--- src/core/sbls_defs.vh ---
// Purpose: Constants for the stop bar and lead-on sequencer.
// Assumes: 100 MHz MCLK, APB3 register access, 32-bit data.
// Notes:   Summary of the behaviour follows.
//
// Summary of operation
// - Clear press starts timers, bar off, leads on.
// - First backup timer 45 s covers sensor one.
// - Second backup timer 2 min covers sensor two.
// - Timer expiry acts like its sensor.
// - Sensor one relights bar, segment one off.
// - Sensor two turns segment two off.
// - Early sensor two: both segments off, bar on.
// - Override press ignores both sensors that cycle.
// - Override cycle ends at second timer expiry.
// - One lamp failure leaves other lamps normal.
// - Controller component failure turns its lamps off.
// - Failure at low visibility: bar on, failed off.
// - Control failure at high visibility: all off.
// - Comm failure shuts lights off after 10 min.
// - Failed indication holds until return to service.
// - Bar off, leads on within 2 s.
// - Monitored status reaches panel within 5 s.
// - Count failed lamps, flag adjacent failures.
// - Yellow only at high, red only low visibility.
// - Yellow never lit during go configuration; the code still pulses yellow on comm-failed controllers at high visibility.
// - Comm failure: low red on; high yellow pulses.
// - Local mode select; component failure kills both.
// - Yellow even/odd sets alternate near 31 per minute.
`ifndef SBLS_DEFS_VH
`define SBLS_DEFS_VH
`define SBLS_ADDR_CTRL   12'h000
`define SBLS_ADDR_STATUS 12'h004
`define SBLS_ADDR_MON    12'h008
`define SBLS_ADDR_SVC    12'h00c
`define SBLS_CTRL_HIVIS  0
`define SBLS_CTRL_LSEL   1
`define SBLS_CTRL_LHIVIS 2
`define SBLS_SVC_RETURN  0
`define SBLS_CTRL_RESET  3'h0
`define SBLS_CLK_HZ      100000000
`define SBLS_T1_SEC      45
`define SBLS_T2_SEC      120
`define SBLS_SHUT_SEC    600
`define SBLS_HALF_MS     967
`endif

--- src/core/sbls_top.v ---
// Purpose: Controlled stop bar, lead-on and guard light sequencer.
// Assumes: Single 100 MHz clock, synchronous active-low reset.
// Notes:   Panel, sensors and controller faults arrive on pins.
`timescale 1ns/1ps
`include "sbls_defs.vh"
module sbls_top #(
   parameter NLAMP    = 8,
   parameter NCTL     = 4,
   parameter SEC_CYC  = `SBLS_CLK_HZ,
   parameter HALF_CYC = (`SBLS_CLK_HZ / 1000) * `SBLS_HALF_MS,
   parameter [9:0] T1_SEC   = `SBLS_T1_SEC,
   parameter [9:0] T2_SEC   = `SBLS_T2_SEC,
   parameter [9:0] SHUT_SEC = `SBLS_SHUT_SEC
) (
   input  wire             MCLK,          // System clock
   input  wire             RESET_N,       // Synchronous reset
   input  wire             PSEL,          // APB select
   input  wire             PENABLE,       // APB enable
   input  wire             PWRITE,        // APB direction
   input  wire [11:0]      PADDR,         // APB byte address
   input  wire [31:0]      PWDATA,        // APB write data
   output reg  [31:0]      PRDATA,        // APB read data
   output reg              PREADY,        // APB ready
   output reg              PSLVERR,       // APB error
   input  wire             CLEAR_BTN,     // Panel clear button
   input  wire             OVERRIDE_BTN,  // Panel sensor override
   input  wire             SENSOR1,       // Position sensor one
   input  wire             SENSOR2,       // Position sensor two
   input  wire             CTRL_FAIL,     // Control system failure
   input  wire [NCTL-1:0]  COMM_FAIL,     // Per controller comm loss
   input  wire [NCTL-1:0]  COMP_FAIL,     // Per controller fault
   input  wire [NLAMP-1:0] LAMP_FAULT,    // Monitored dead lamps
   output reg  [NLAMP-1:0] STOP_RED,      // Red stop bar lamps
   output reg  [NLAMP-1:0] GUARD_YEL,     // Yellow guard lamps
   output reg              LEAD1_ON,      // Lead-on segment one
   output reg              LEAD2_ON,      // Lead-on segment two
   output reg              FAIL_IND       // Panel failed indication
);

   localparam W = 5 + 2 * NCTL + NLAMP;
   localparam [3:0] ST_IDLE = 4'h1;
   localparam [3:0] ST_CLR  = 4'h2;
   localparam [3:0] ST_S1   = 4'h4;
   localparam [3:0] ST_OVR  = 4'h8;

   function [7:0] count_ones;
      input [NLAMP-1:0] v;
      integer k;
      begin
         count_ones = 8'h00;
         for (k = 0; k < NLAMP; k = k + 1) begin
            count_ones = count_ones + {7'h00, v[k]};
         end
      end
   endfunction

   function any_adjacent;
      input [NLAMP-1:0] v;
      integer k;
      begin
         any_adjacent = 1'b0;
         for (k = 1; k < NLAMP; k = k + 1) begin
            any_adjacent = any_adjacent | (v[k] & v[k-1]);
         end
      end
   endfunction

   // Word decode of the register bus; shared by the service and control write paths.
   function [3:0] reg_sel;
      input [11:0] a;
      begin
         reg_sel = 4'h0;
         case (a)
            `SBLS_ADDR_CTRL: begin
               reg_sel = 4'h1;
            end
            `SBLS_ADDR_STATUS: begin
               reg_sel = 4'h2;
            end
            `SBLS_ADDR_MON: begin
               reg_sel = 4'h4;
            end
            `SBLS_ADDR_SVC: begin
               reg_sel = 4'h8;
            end
            default: begin
               reg_sel = 4'h0;
            end
         endcase
      end
   endfunction

   // Three-stage synchroniser; a level counts once stages two and three agree.
   // While the two stages differ the filter holds, so a bouncing pin gives no glitch.
   reg  [W-1:0] s1_reg;
   reg  [W-1:0] s2_reg;
   reg  [W-1:0] s3_reg;
   reg  [W-1:0] flt_reg;
   reg  [W-1:0] prev_reg;
   wire [W-1:0] pins;
   wire [W-1:0] flt_next;

   assign pins = {LAMP_FAULT, COMP_FAIL, COMM_FAIL, CTRL_FAIL,
                  SENSOR2, SENSOR1, OVERRIDE_BTN, CLEAR_BTN};
   assign flt_next = (s2_reg & s3_reg) | (flt_reg & (s2_reg | s3_reg));

   always @(posedge MCLK) begin
      if (!RESET_N) begin
         s1_reg   <= {W{1'b0}};
         s2_reg   <= {W{1'b0}};
         s3_reg   <= {W{1'b0}};
         flt_reg  <= {W{1'b0}};
         prev_reg <= {W{1'b0}};
      end else begin
         s1_reg   <= pins;
         s2_reg   <= s1_reg;
         s3_reg   <= s2_reg;
         flt_reg  <= flt_next;
         prev_reg <= flt_reg;
      end
   end

   // Edges come from the filtered level, so a held button counts as one press only.
   wire             press    = flt_reg[0] & ~prev_reg[0];
   wire             ovr_held = flt_reg[1];
   wire             sens1_ev = flt_reg[2] & ~prev_reg[2];
   wire             sens2_ev = flt_reg[3] & ~prev_reg[3];
   wire             ctrl_f   = flt_reg[4];
   wire [NCTL-1:0]  comm_f   = flt_reg[5 +: NCTL];
   wire [NCTL-1:0]  comp_f   = flt_reg[5 + NCTL +: NCTL];
   wire [NLAMP-1:0] lamp_f   = flt_reg[5 + 2 * NCTL +: NLAMP];

   // Seconds tick and the guard light pulse phase.
   // The tick runs free, so a timer started between ticks may end up to one tick early.
   reg [31:0] sec_cnt_reg;
   reg [31:0] half_cnt_reg;
   reg        phase_reg;
   wire       sec_tick = (sec_cnt_reg == SEC_CYC - 1);

   always @(posedge MCLK) begin
      if (!RESET_N) begin
         sec_cnt_reg  <= 32'h0;
         half_cnt_reg <= 32'h0;
         phase_reg    <= 1'b0;
      end else begin
         sec_cnt_reg <= sec_tick ? 32'h0 : sec_cnt_reg + 32'h1;
         if (half_cnt_reg == HALF_CYC - 1) begin
            half_cnt_reg <= 32'h0;
            phase_reg    <= ~phase_reg;
         end else begin
            half_cnt_reg <= half_cnt_reg + 32'h1;
         end
      end
   end

   // Backup timers and the sequencer.
   reg  [9:0] t1_cnt_reg;
   reg  [9:0] t2_cnt_reg;
   reg        t1_run_reg;
   reg        t2_run_reg;
   reg  [3:0] state_reg;
   reg  [3:0] state_next;
   wire       t1_exp = t1_run_reg & sec_tick & (t1_cnt_reg == T1_SEC - 10'h1);
   wire       t2_exp = t2_run_reg & sec_tick & (t2_cnt_reg == T2_SEC - 10'h1);

   // A press in any state restarts the cycle, so the tower can always re-clear the bar.
   always @* begin
      state_next = state_reg;
      if (press) begin
         state_next = ovr_held ? ST_OVR : ST_CLR;
      end else begin
         case (state_reg)
            ST_CLR: begin
               if (sens2_ev | t2_exp) begin
                  state_next = ST_IDLE;
               end else if (sens1_ev | t1_exp) begin
                  state_next = ST_S1;
               end
            end
            ST_S1: begin
               if (sens2_ev | t2_exp) begin
                  state_next = ST_IDLE;
               end
            end
            ST_OVR: begin
               if (t2_exp) begin
                  state_next = ST_IDLE;
               end
            end
            ST_IDLE: begin
               state_next = ST_IDLE;
            end
            default: begin
               state_next = ST_IDLE;
            end
         endcase
      end
   end

   always @(posedge MCLK) begin
      if (!RESET_N) begin
         state_reg  <= ST_IDLE;
         t1_cnt_reg <= 10'h0;
         t2_cnt_reg <= 10'h0;
         t1_run_reg <= 1'b0;
         t2_run_reg <= 1'b0;
      end else begin
         state_reg <= state_next;
         if (press) begin
            t1_cnt_reg <= 10'h0;
            t2_cnt_reg <= 10'h0;
            t1_run_reg <= 1'b1;
            t2_run_reg <= 1'b1;
         end else begin
            if (t1_exp) begin
               t1_run_reg <= 1'b0;
            end else if (t1_run_reg & sec_tick) begin
               t1_cnt_reg <= t1_cnt_reg + 10'h1;
            end
            if (t2_exp) begin
               t2_run_reg <= 1'b0;
            end else if (t2_run_reg & sec_tick) begin
               t2_cnt_reg <= t2_cnt_reg + 10'h1;
            end
         end
      end
   end

   // Bar is lit in idle and after sensor one; dark in the clear and override states.
   wire bar_cmd   = state_reg[0] | state_reg[2];
   wire lead1_cmd = state_reg[1] | state_reg[3];
   wire lead2_cmd = state_reg[1] | state_reg[2] | state_reg[3];

   // Control register bits.
   reg [2:0] ctrl_reg;
   wire      hivis  = ctrl_reg[`SBLS_CTRL_HIVIS];
   wire      lsel   = ctrl_reg[`SBLS_CTRL_LSEL];
   wire      lhivis = ctrl_reg[`SBLS_CTRL_LHIVIS];

   // Per controller shutoff timer after a communication loss.
   // A controller that regains its link restarts its count, so a flapping link delays shutoff.
   reg [NCTL-1:0] shut_reg;
   genvar c;
   generate
      for (c = 0; c < NCTL; c = c + 1) begin : g_shut
         reg [9:0] cnt_reg;
         always @(posedge MCLK) begin
            if (!RESET_N || !comm_f[c]) begin
               cnt_reg     <= 10'h0;
               shut_reg[c] <= 1'b0;
            end else if (sec_tick && !shut_reg[c]) begin
               if (cnt_reg == SHUT_SEC - 10'h1) begin
                  shut_reg[c] <= 1'b1;
               end
               cnt_reg <= cnt_reg + 10'h1;
            end
         end
      end
   endgenerate

   // Lamp drive; each lamp follows its own controller only.
   // In normal service a dead lamp is still driven; only the failure modes blank it.
   wire [NLAMP-1:0] red_next;
   wire [NLAMP-1:0] yel_next;
   genvar i;
   generate
      for (i = 0; i < NLAMP; i = i + 1) begin : g_lamp
         localparam integer CI = i % NCTL;
         wire fm  = comm_f[CI] | ctrl_f;
         wire hv  = (comm_f[CI] & lsel) ? lhivis : hivis;
         wire ph  = phase_reg ^ (i % 2 == 1);
         wire off = comp_f[CI] | (comm_f[CI] & shut_reg[CI]);
         assign red_next[i] = off ? 1'b0 :
                              fm  ? (~hv & ~lamp_f[i]) :
                                    (bar_cmd & ~hivis);
         assign yel_next[i] = off ? 1'b0 :
                              fm  ? (comm_f[CI] & hv & ph) :
                                    (hivis & bar_cmd & ph);
      end
   endgenerate

   // Failed indication: a fault present the same cycle beats the clear.
   wire any_fail = ctrl_f | (|comm_f) | (|comp_f);
   wire [3:0] sel = reg_sel(PADDR);
   wire apb_wr   = PSEL & PENABLE & PWRITE & PREADY;
   wire svc_wr   = apb_wr & sel[3] & PWDATA[`SBLS_SVC_RETURN];

   always @(posedge MCLK) begin
      if (!RESET_N) begin
         STOP_RED  <= {NLAMP{1'b0}};
         GUARD_YEL <= {NLAMP{1'b0}};
         LEAD1_ON  <= 1'b0;
         LEAD2_ON  <= 1'b0;
         FAIL_IND  <= 1'b0;
      end else begin
         STOP_RED  <= red_next;
         GUARD_YEL <= yel_next;
         LEAD1_ON  <= lead1_cmd;
         LEAD2_ON  <= lead2_cmd;
         if (any_fail) begin
            FAIL_IND <= 1'b1;
         end else if (svc_wr) begin
            FAIL_IND <= 1'b0;
         end
      end
   end

   // Monitor summary of dead lamps.
   reg [7:0] fail_cnt_reg;
   reg       adj_reg;

   always @(posedge MCLK) begin
      if (!RESET_N) begin
         fail_cnt_reg <= 8'h00;
         adj_reg      <= 1'b0;
      end else begin
         fail_cnt_reg <= count_ones(lamp_f);
         adj_reg      <= any_adjacent(lamp_f);
      end
   end

   // APB slave: one wait-free access cycle, error on unmapped address.
   reg [31:0] rd_next;
   reg        hit;

   always @* begin
      rd_next = 32'h0;
      hit     = 1'b1;
      case (PADDR)
         `SBLS_ADDR_CTRL: begin
            rd_next = {29'h0, ctrl_reg};
         end
         `SBLS_ADDR_STATUS: begin
            // Actual outputs are reported, so the panel sees the lamps, not intent.
            rd_next = {20'h0, state_reg, 1'b0, FAIL_IND, t2_run_reg,
                       t1_run_reg, LEAD2_ON, LEAD1_ON, |STOP_RED,
                       (state_reg == ST_OVR)};
         end
         `SBLS_ADDR_MON: begin
            rd_next = {23'h0, adj_reg, fail_cnt_reg};
         end
         `SBLS_ADDR_SVC: begin
            rd_next = 32'h0;
         end
         default: begin
            hit = 1'b0;
         end
      endcase
   end

   always @(posedge MCLK) begin
      if (!RESET_N) begin
         PREADY   <= 1'b0;
         PSLVERR  <= 1'b0;
         PRDATA   <= 32'h0;
         ctrl_reg <= `SBLS_CTRL_RESET;
      end else begin
         PREADY  <= PSEL & ~PENABLE;
         PSLVERR <= PSEL & ~PENABLE & ~hit;
         if (PSEL & ~PENABLE & ~PWRITE) begin
            PRDATA <= rd_next;
         end
         if (apb_wr && sel[0]) begin
            ctrl_reg <= PWDATA[2:0];
         end
      end
   end

endmodule // sbls_top

--- config.mk ---
export PLATFORM = sky130hd
export DESIGN_NAME = sbls_top
export DESIGN_NICKNAME = d
export VERILOG_FILES = /design/src/core/sbls_top.v
export VERILOG_INCLUDE_DIRS = /design/src /design/src/core
export SDC_FILE = /design/constraint.sdc
export NUM_CORES = 1
export LEC_CHECK = 0
export BUFFER_PORTS_ARGS = -buffer_cell sky130_fd_sc_hd__buf_2
export CAP_MARGIN = 30
export CORE_ASPECT_RATIO = 1.4
export CORE_MARGIN = 2
export CORE_UTILIZATION = 58
export DETAILED_ROUTE_END_ITERATION = 7
export PLACE_DENSITY = 0.9
export REMOVE_ABC_BUFFERS = 1
export SLEW_MARGIN = 20
export SYNTH_ARGS = -nofsm -noshare
export SYNTH_HDL_FRONTEND = slang
export SYNTH_SLANG_ARGS = --single-unit
--- constraint.sdc ---
create_clock -name MCLK -period 3.7 [get_ports MCLK]
set_input_delay 0.185 -clock MCLK [delete_from_list [all_inputs] [get_ports MCLK]]
set_output_delay 0.185 -clock MCLK [all_outputs]
set_load 0.02 [all_outputs]
* Word level (Yosys, flattened, before mapping)
Cells that the tools add are included.
** Storage, ports and cells
- Register bits :: 288
- Latch bits :: 0
- RAM bits :: 0
- Bits in read-only memories :: 0
- Logic and storage cells :: 242
- Memories kept :: 0
** Operators by class
- Add/sub/neg operators :: 15
- $mul :: 0
- Div/mod/pow operators :: 0
- Order comparisons :: 0
- Equal/unequal tests :: 17
- Shift operators :: 0
- Mux-type cells :: 36
- Bitwise operators :: 99
- Reduce and logical (&&, ||, !) cells :: 40
** Operators with widths (number)
- $add A32 B1 Y32 const B :: 2
- $eq A32 B27 Y1 const B :: 2
- $add A10 B1 Y10 const B :: 6
- $and A1 B1 Y1 :: 50
- $and A21 B21 Y21 :: 2
- $or A21 B21 Y21 :: 2
- $eq A10 B10 Y1 const B :: 4
- $pmux W12 S3 :: 1
- $mux W1 :: 27
- $eq A12 B4 Y1 const B :: 2
- $mux W4 :: 6
- $not A1 Y1 :: 23
- $or A1 B1 Y1 :: 22
- $pmux W4 S4 :: 1
- $reduce_or A2 Y1 :: 7
- $eq A12 B3 Y1 const B :: 1
- $logic_not A12 Y1 :: 1
- $pmux W4 S3 :: 1
- $reduce_and A2 Y1 :: 6
- $reduce_or A4 Y1 :: 3
- $eq A10 B6 Y1 const B :: 1
- $eq A10 B7 Y1 const B :: 1
- $logic_not A1 Y1 :: 9
- $add A7 B1 Y8 :: 1
- other kinds (16) :: 26

* Longest topological paths before layout
- Depth after elaboration :: 8
- Mapped depth :: 10

* Worst setup path before layout
OpenSTA, ideal clock, no wires.
- Path type :: register -> register
- Start :: register flt_reg[13]
- End :: register fail_cnt_reg[2]
- Arrival time :: 2.568 ns
- Data required time :: 3.572 ns
- Slack :: 1.004 ns
- Stages on the path, launching flop included :: 11
- Cell sequence :: dfxtp_1 -> inv_1 -> fa_1 -> fa_1 -> fa_1 -> inv_1 -> ha_1 -> inv_1 -> fa_1 -> xor2_1 -> nor2_1
** Between the ends
- Longest elaborated chain between the ends :: 7
** RTL lines
- from (decl) :: RTL line sbls_top.v:98 : reg [W-1:0] flt_reg;
- from (signal assigned) :: RTL line sbls_top.v:112 : flt_reg <= {W{1'b0}};
- from (signal assigned) :: RTL line sbls_top.v:118 : flt_reg <= flt_next;
- $add A1 B1 Y2 :: RTL line sbls_top.v:52 : count_ones = count_ones + {7'h00, v[k]};
- $add A2 B1 Y3 :: RTL line sbls_top.v:52
- $add A3 B1 Y4 :: RTL line sbls_top.v:52
- $add A4 B1 Y5 :: RTL line sbls_top.v:52
- $add A5 B1 Y6 :: RTL line sbls_top.v:52
- $add A6 B1 Y7 :: RTL line sbls_top.v:52
- $add A7 B1 Y8 :: RTL line sbls_top.v:52
- to (signal assigned) :: RTL line sbls_top.v:317 : fail_cnt_reg <= count_ones(lamp_f);
- to (decl) :: RTL line sbls_top.v:309 : reg [7:0] fail_cnt_reg;
Every way passes these cells.
A chain may end at the register's enable or synchronous reset.

* Worst setup path in the final report
- Start :: register flt_reg[16]
- End :: register fail_cnt_reg[2]
** Between the ends
- Longest elaborated chain between the ends :: 5
** RTL lines (RTL line)
- $add A3 B1 Y4 :: sbls_top.v:52
- $add A4 B1 Y5 :: sbls_top.v:52
- $add A5 B1 Y6 :: sbls_top.v:52
- $add A6 B1 Y7 :: sbls_top.v:52
- $add A7 B1 Y8 :: sbls_top.v:52
Every way passes these cells.

==> out/results.tsv <==
metric	value	unit
synth-simple-area-share	26.34	%
yosys_warnings	0	
grt_pass1_wl	36070	µm
vias_per_cell	5.446	
syn2layout_area_growth	16.25	%
cap_violations	0	
ys_seq_area_share	49.73	%
end_kind	register	
htreeDepth	1	
cts_tree	yes	
ys_types	45	
finClkSkew	10.63	ps
outcome	complete, no violations	
p_leak	4.579	nW
drtPass1Iterations	5	
largest_reg_flops	40	
fin_tns_setup	0	ps
cpPeakStageDelay	520	ps
dpl.hpwl	14260	µm
synth_top_cell_by_area	dfxtp_1	
cpMaxStageDelayCell	fa_1	
period_share	79.77	%
powerDensity	477.6	mW/mm²
core-area	0.01747	mm²
period_minus_slack	2951	ps
cts_resized	0	
cts_sinks	258	
synthFlopType	dfxtp_1	
clk_path_buf_depth	3	
grt_pass1_vias	8171	
antenna_found_initial	0	
fmax	338.8	MHz
crit_arrival	3340	ps
postRouteAntennaNets	0	
drt_iter0_drc	675	
rsz0062_at_grt	false	
setup_viol	0	
crit_type	register to register	
final_util	69.09	%
avgSynthCellArea	8.937	µm²
gp_congestion	0.8859	
synth_compound_area_share	6.398	%
drc_errors	0	
routedWlPerCell	14.36	µm
layout_commonest_cell	dfxtp_1	
cts_buffers	25	
finalMaxSlewViolations	0	
final_hold_viol_count	0	
peakVddDrop	0.3555	mV
start_kind	register	
track_usage	22.79	%
io_pins	123	
wl	21740	µm
postCtsSetupRepairBufs	0	
synth.mux.area_fraction	1.663	%
start_util	59.43	%
port_buffers	72	
crit_path_cell_trace	inv_1, fa_1, fa_1, fa_1, inv_1, ha_1, inv_1, fa_1, xor2_1, nor2_1	
die_area	0.01901	mm²
synth_xor_area_share	9.108	%
grt_start_max_net_pins	48	
num_vias	8246	
hold_path.class	input port to register	
tightest_slew	804.0	ps
die_w	117.1	µm
synth-seq-cells	258	
ys_async_sr_fraction	0	%
drive_gt1_share	10.88	%
syn_inst	1162	
crit_fanout	6	
path_clk_slew	70	ps
root_buffer	clkbuf_16	
synth_edf_count	0	
layout_common_cells	258 x dfxtp_1, 188 x nor2_1, 80 x nand2_1	
clkLatencyLatePin	500	ps
netlist_area	0.01038	mm²
synth_top_family_by_area	simple AND/OR/NAND/NOR gates	
synth_fa_ha_area_share	2.337	%
slew_headroom	45.64	%
crit_top_cell	fa_1	
fillers	1243	
diodes	0	
yosysTopAreaCellShare	49.73	%
final_net_count	1347	
cp.required	4090	ps
placementRows	57	
synthTopCellsByArea	dfxtp_1 50%, nor2_1 6.8%, xor2_1 5.4%	
dieHeight	162.3	µm
globalRouteOverflowTotal	0	
[cells by family (layout without fill, tap and decap cells)]
family | count (synthesis) | after routing
compound gates | 119 | 119
xor+xnor | 108 | 108
mux | 17 | 17
buf+inv | 95 | 191
other cells | 1 | 21
flops | 258 | 258
simple gates | 547 | 547
fa+ha+maj | 17 | 17
[final timing paths]
| kind | startpoint | to | slack, ps | cells after the start |
|---|---|---|---|---|
| setup / recovery | flt_reg[16]$_SDFF_PN0_ | fail_cnt_reg[2]$_SDFF_PN0_ | 750 | 10 |
| hold / removal | PADDR[10] | PSLVERR$_SDFF_PN0_ | 90 | 4 |
| setup reg to reg | flt_reg[16]$_SDFF_PN0_ | fail_cnt_reg[2]$_SDFF_PN0_ | 750 | 10 |
| hold reg to reg | s1_reg[8]$_SDFF_PN0_ | s2_reg[8]$_SDFF_PN0_ | 430 | 1 |
[critical path, delay by kind of cell (launching register included)]
family,cells,cell delay [ps]
flip-flops,1,440
AND/OR/NAND/NOR,1,70
XOR/XNOR,1,170
buffers and inverters,3,230
adder cells (fa/ha/maj),5,1930
[timing repair]
item                                    CTS  global route
hold buffers                             26             0
endpoints found under the setup margin    0             0
endpoints found under the hold margin    25             0
[synthesized netlist by cell type, drive strengths merged (2+ instances only)]
library cell	number
inv	32
clkbuf	29
and4	3
nand3	42
a31oi	2
a21oi	54
fa	4
mux2	2
a22oi	8
mux2i	15
nand4	40
buf	34
nand2b	5
nor3b	4
or3	13
xor2	64
or4	2
and2	69
a211oi	4
nor4	23
dfxtp	258
o21ai	38
nor4b	10
nor3	23
or2	5
nor2	188
o21a	9
nand2	80
xnor2	44
and3	27
nand3b	5
ha	13
nor2b	5
[power breakdown]
group	internal (mW)	leakage, nW	total [mW]	switching (mW)
Combinational	0.0708	2.05	0.172	0.101
Sequential	2.82	2.09	2.84	0.0219
Clock	1.71	0.431	2.75	1.05
[metrics by stage]
| step | power, mW | cells | area, µm² | hold WS (ps) | setup WS [ps] |
|---|---|---|---|---|---|
| after detailed placement | 3.049 | 1441 | 10890 | 385.4 | 806.0 |
| after global routing | 5.959 | 1514 | 12070 | 105.6 | 558.4 |
| after CTS | 5.807 | 1512 | 12050 | 64.54 | 766.3 |
| after global placement | 3.044 | 1441 | 10890 | 384.2 | 916.8 |
| final | 5.766 | 1514 | 12070 | 87.42 | 748.5 |
| after floorplan | 2.979 | 1119 | 10120 | 261.2 | 972.4 |
[layer usage]
metal	share of wire, %	global-route usage, %
met1	39	25.89
met2	53	42.17
met3	4.6	3.209
met4	3.3	8.877
met5	0	0
[final cells by class]
type	instances	area [µm²]	share of cell area, %
inverters	32	120.1	0.9949
clock buffers	30	664.4	5.503
clock inverters	15	242.7	2.011
well taps	236	295.3	2.446
flip-flops and latches	258	5165	42.78
repair buffers	114	745.7	6.177
multi-input cells	829	4840	40.09
Note: power is estimated with default switching activity, not from simulation.
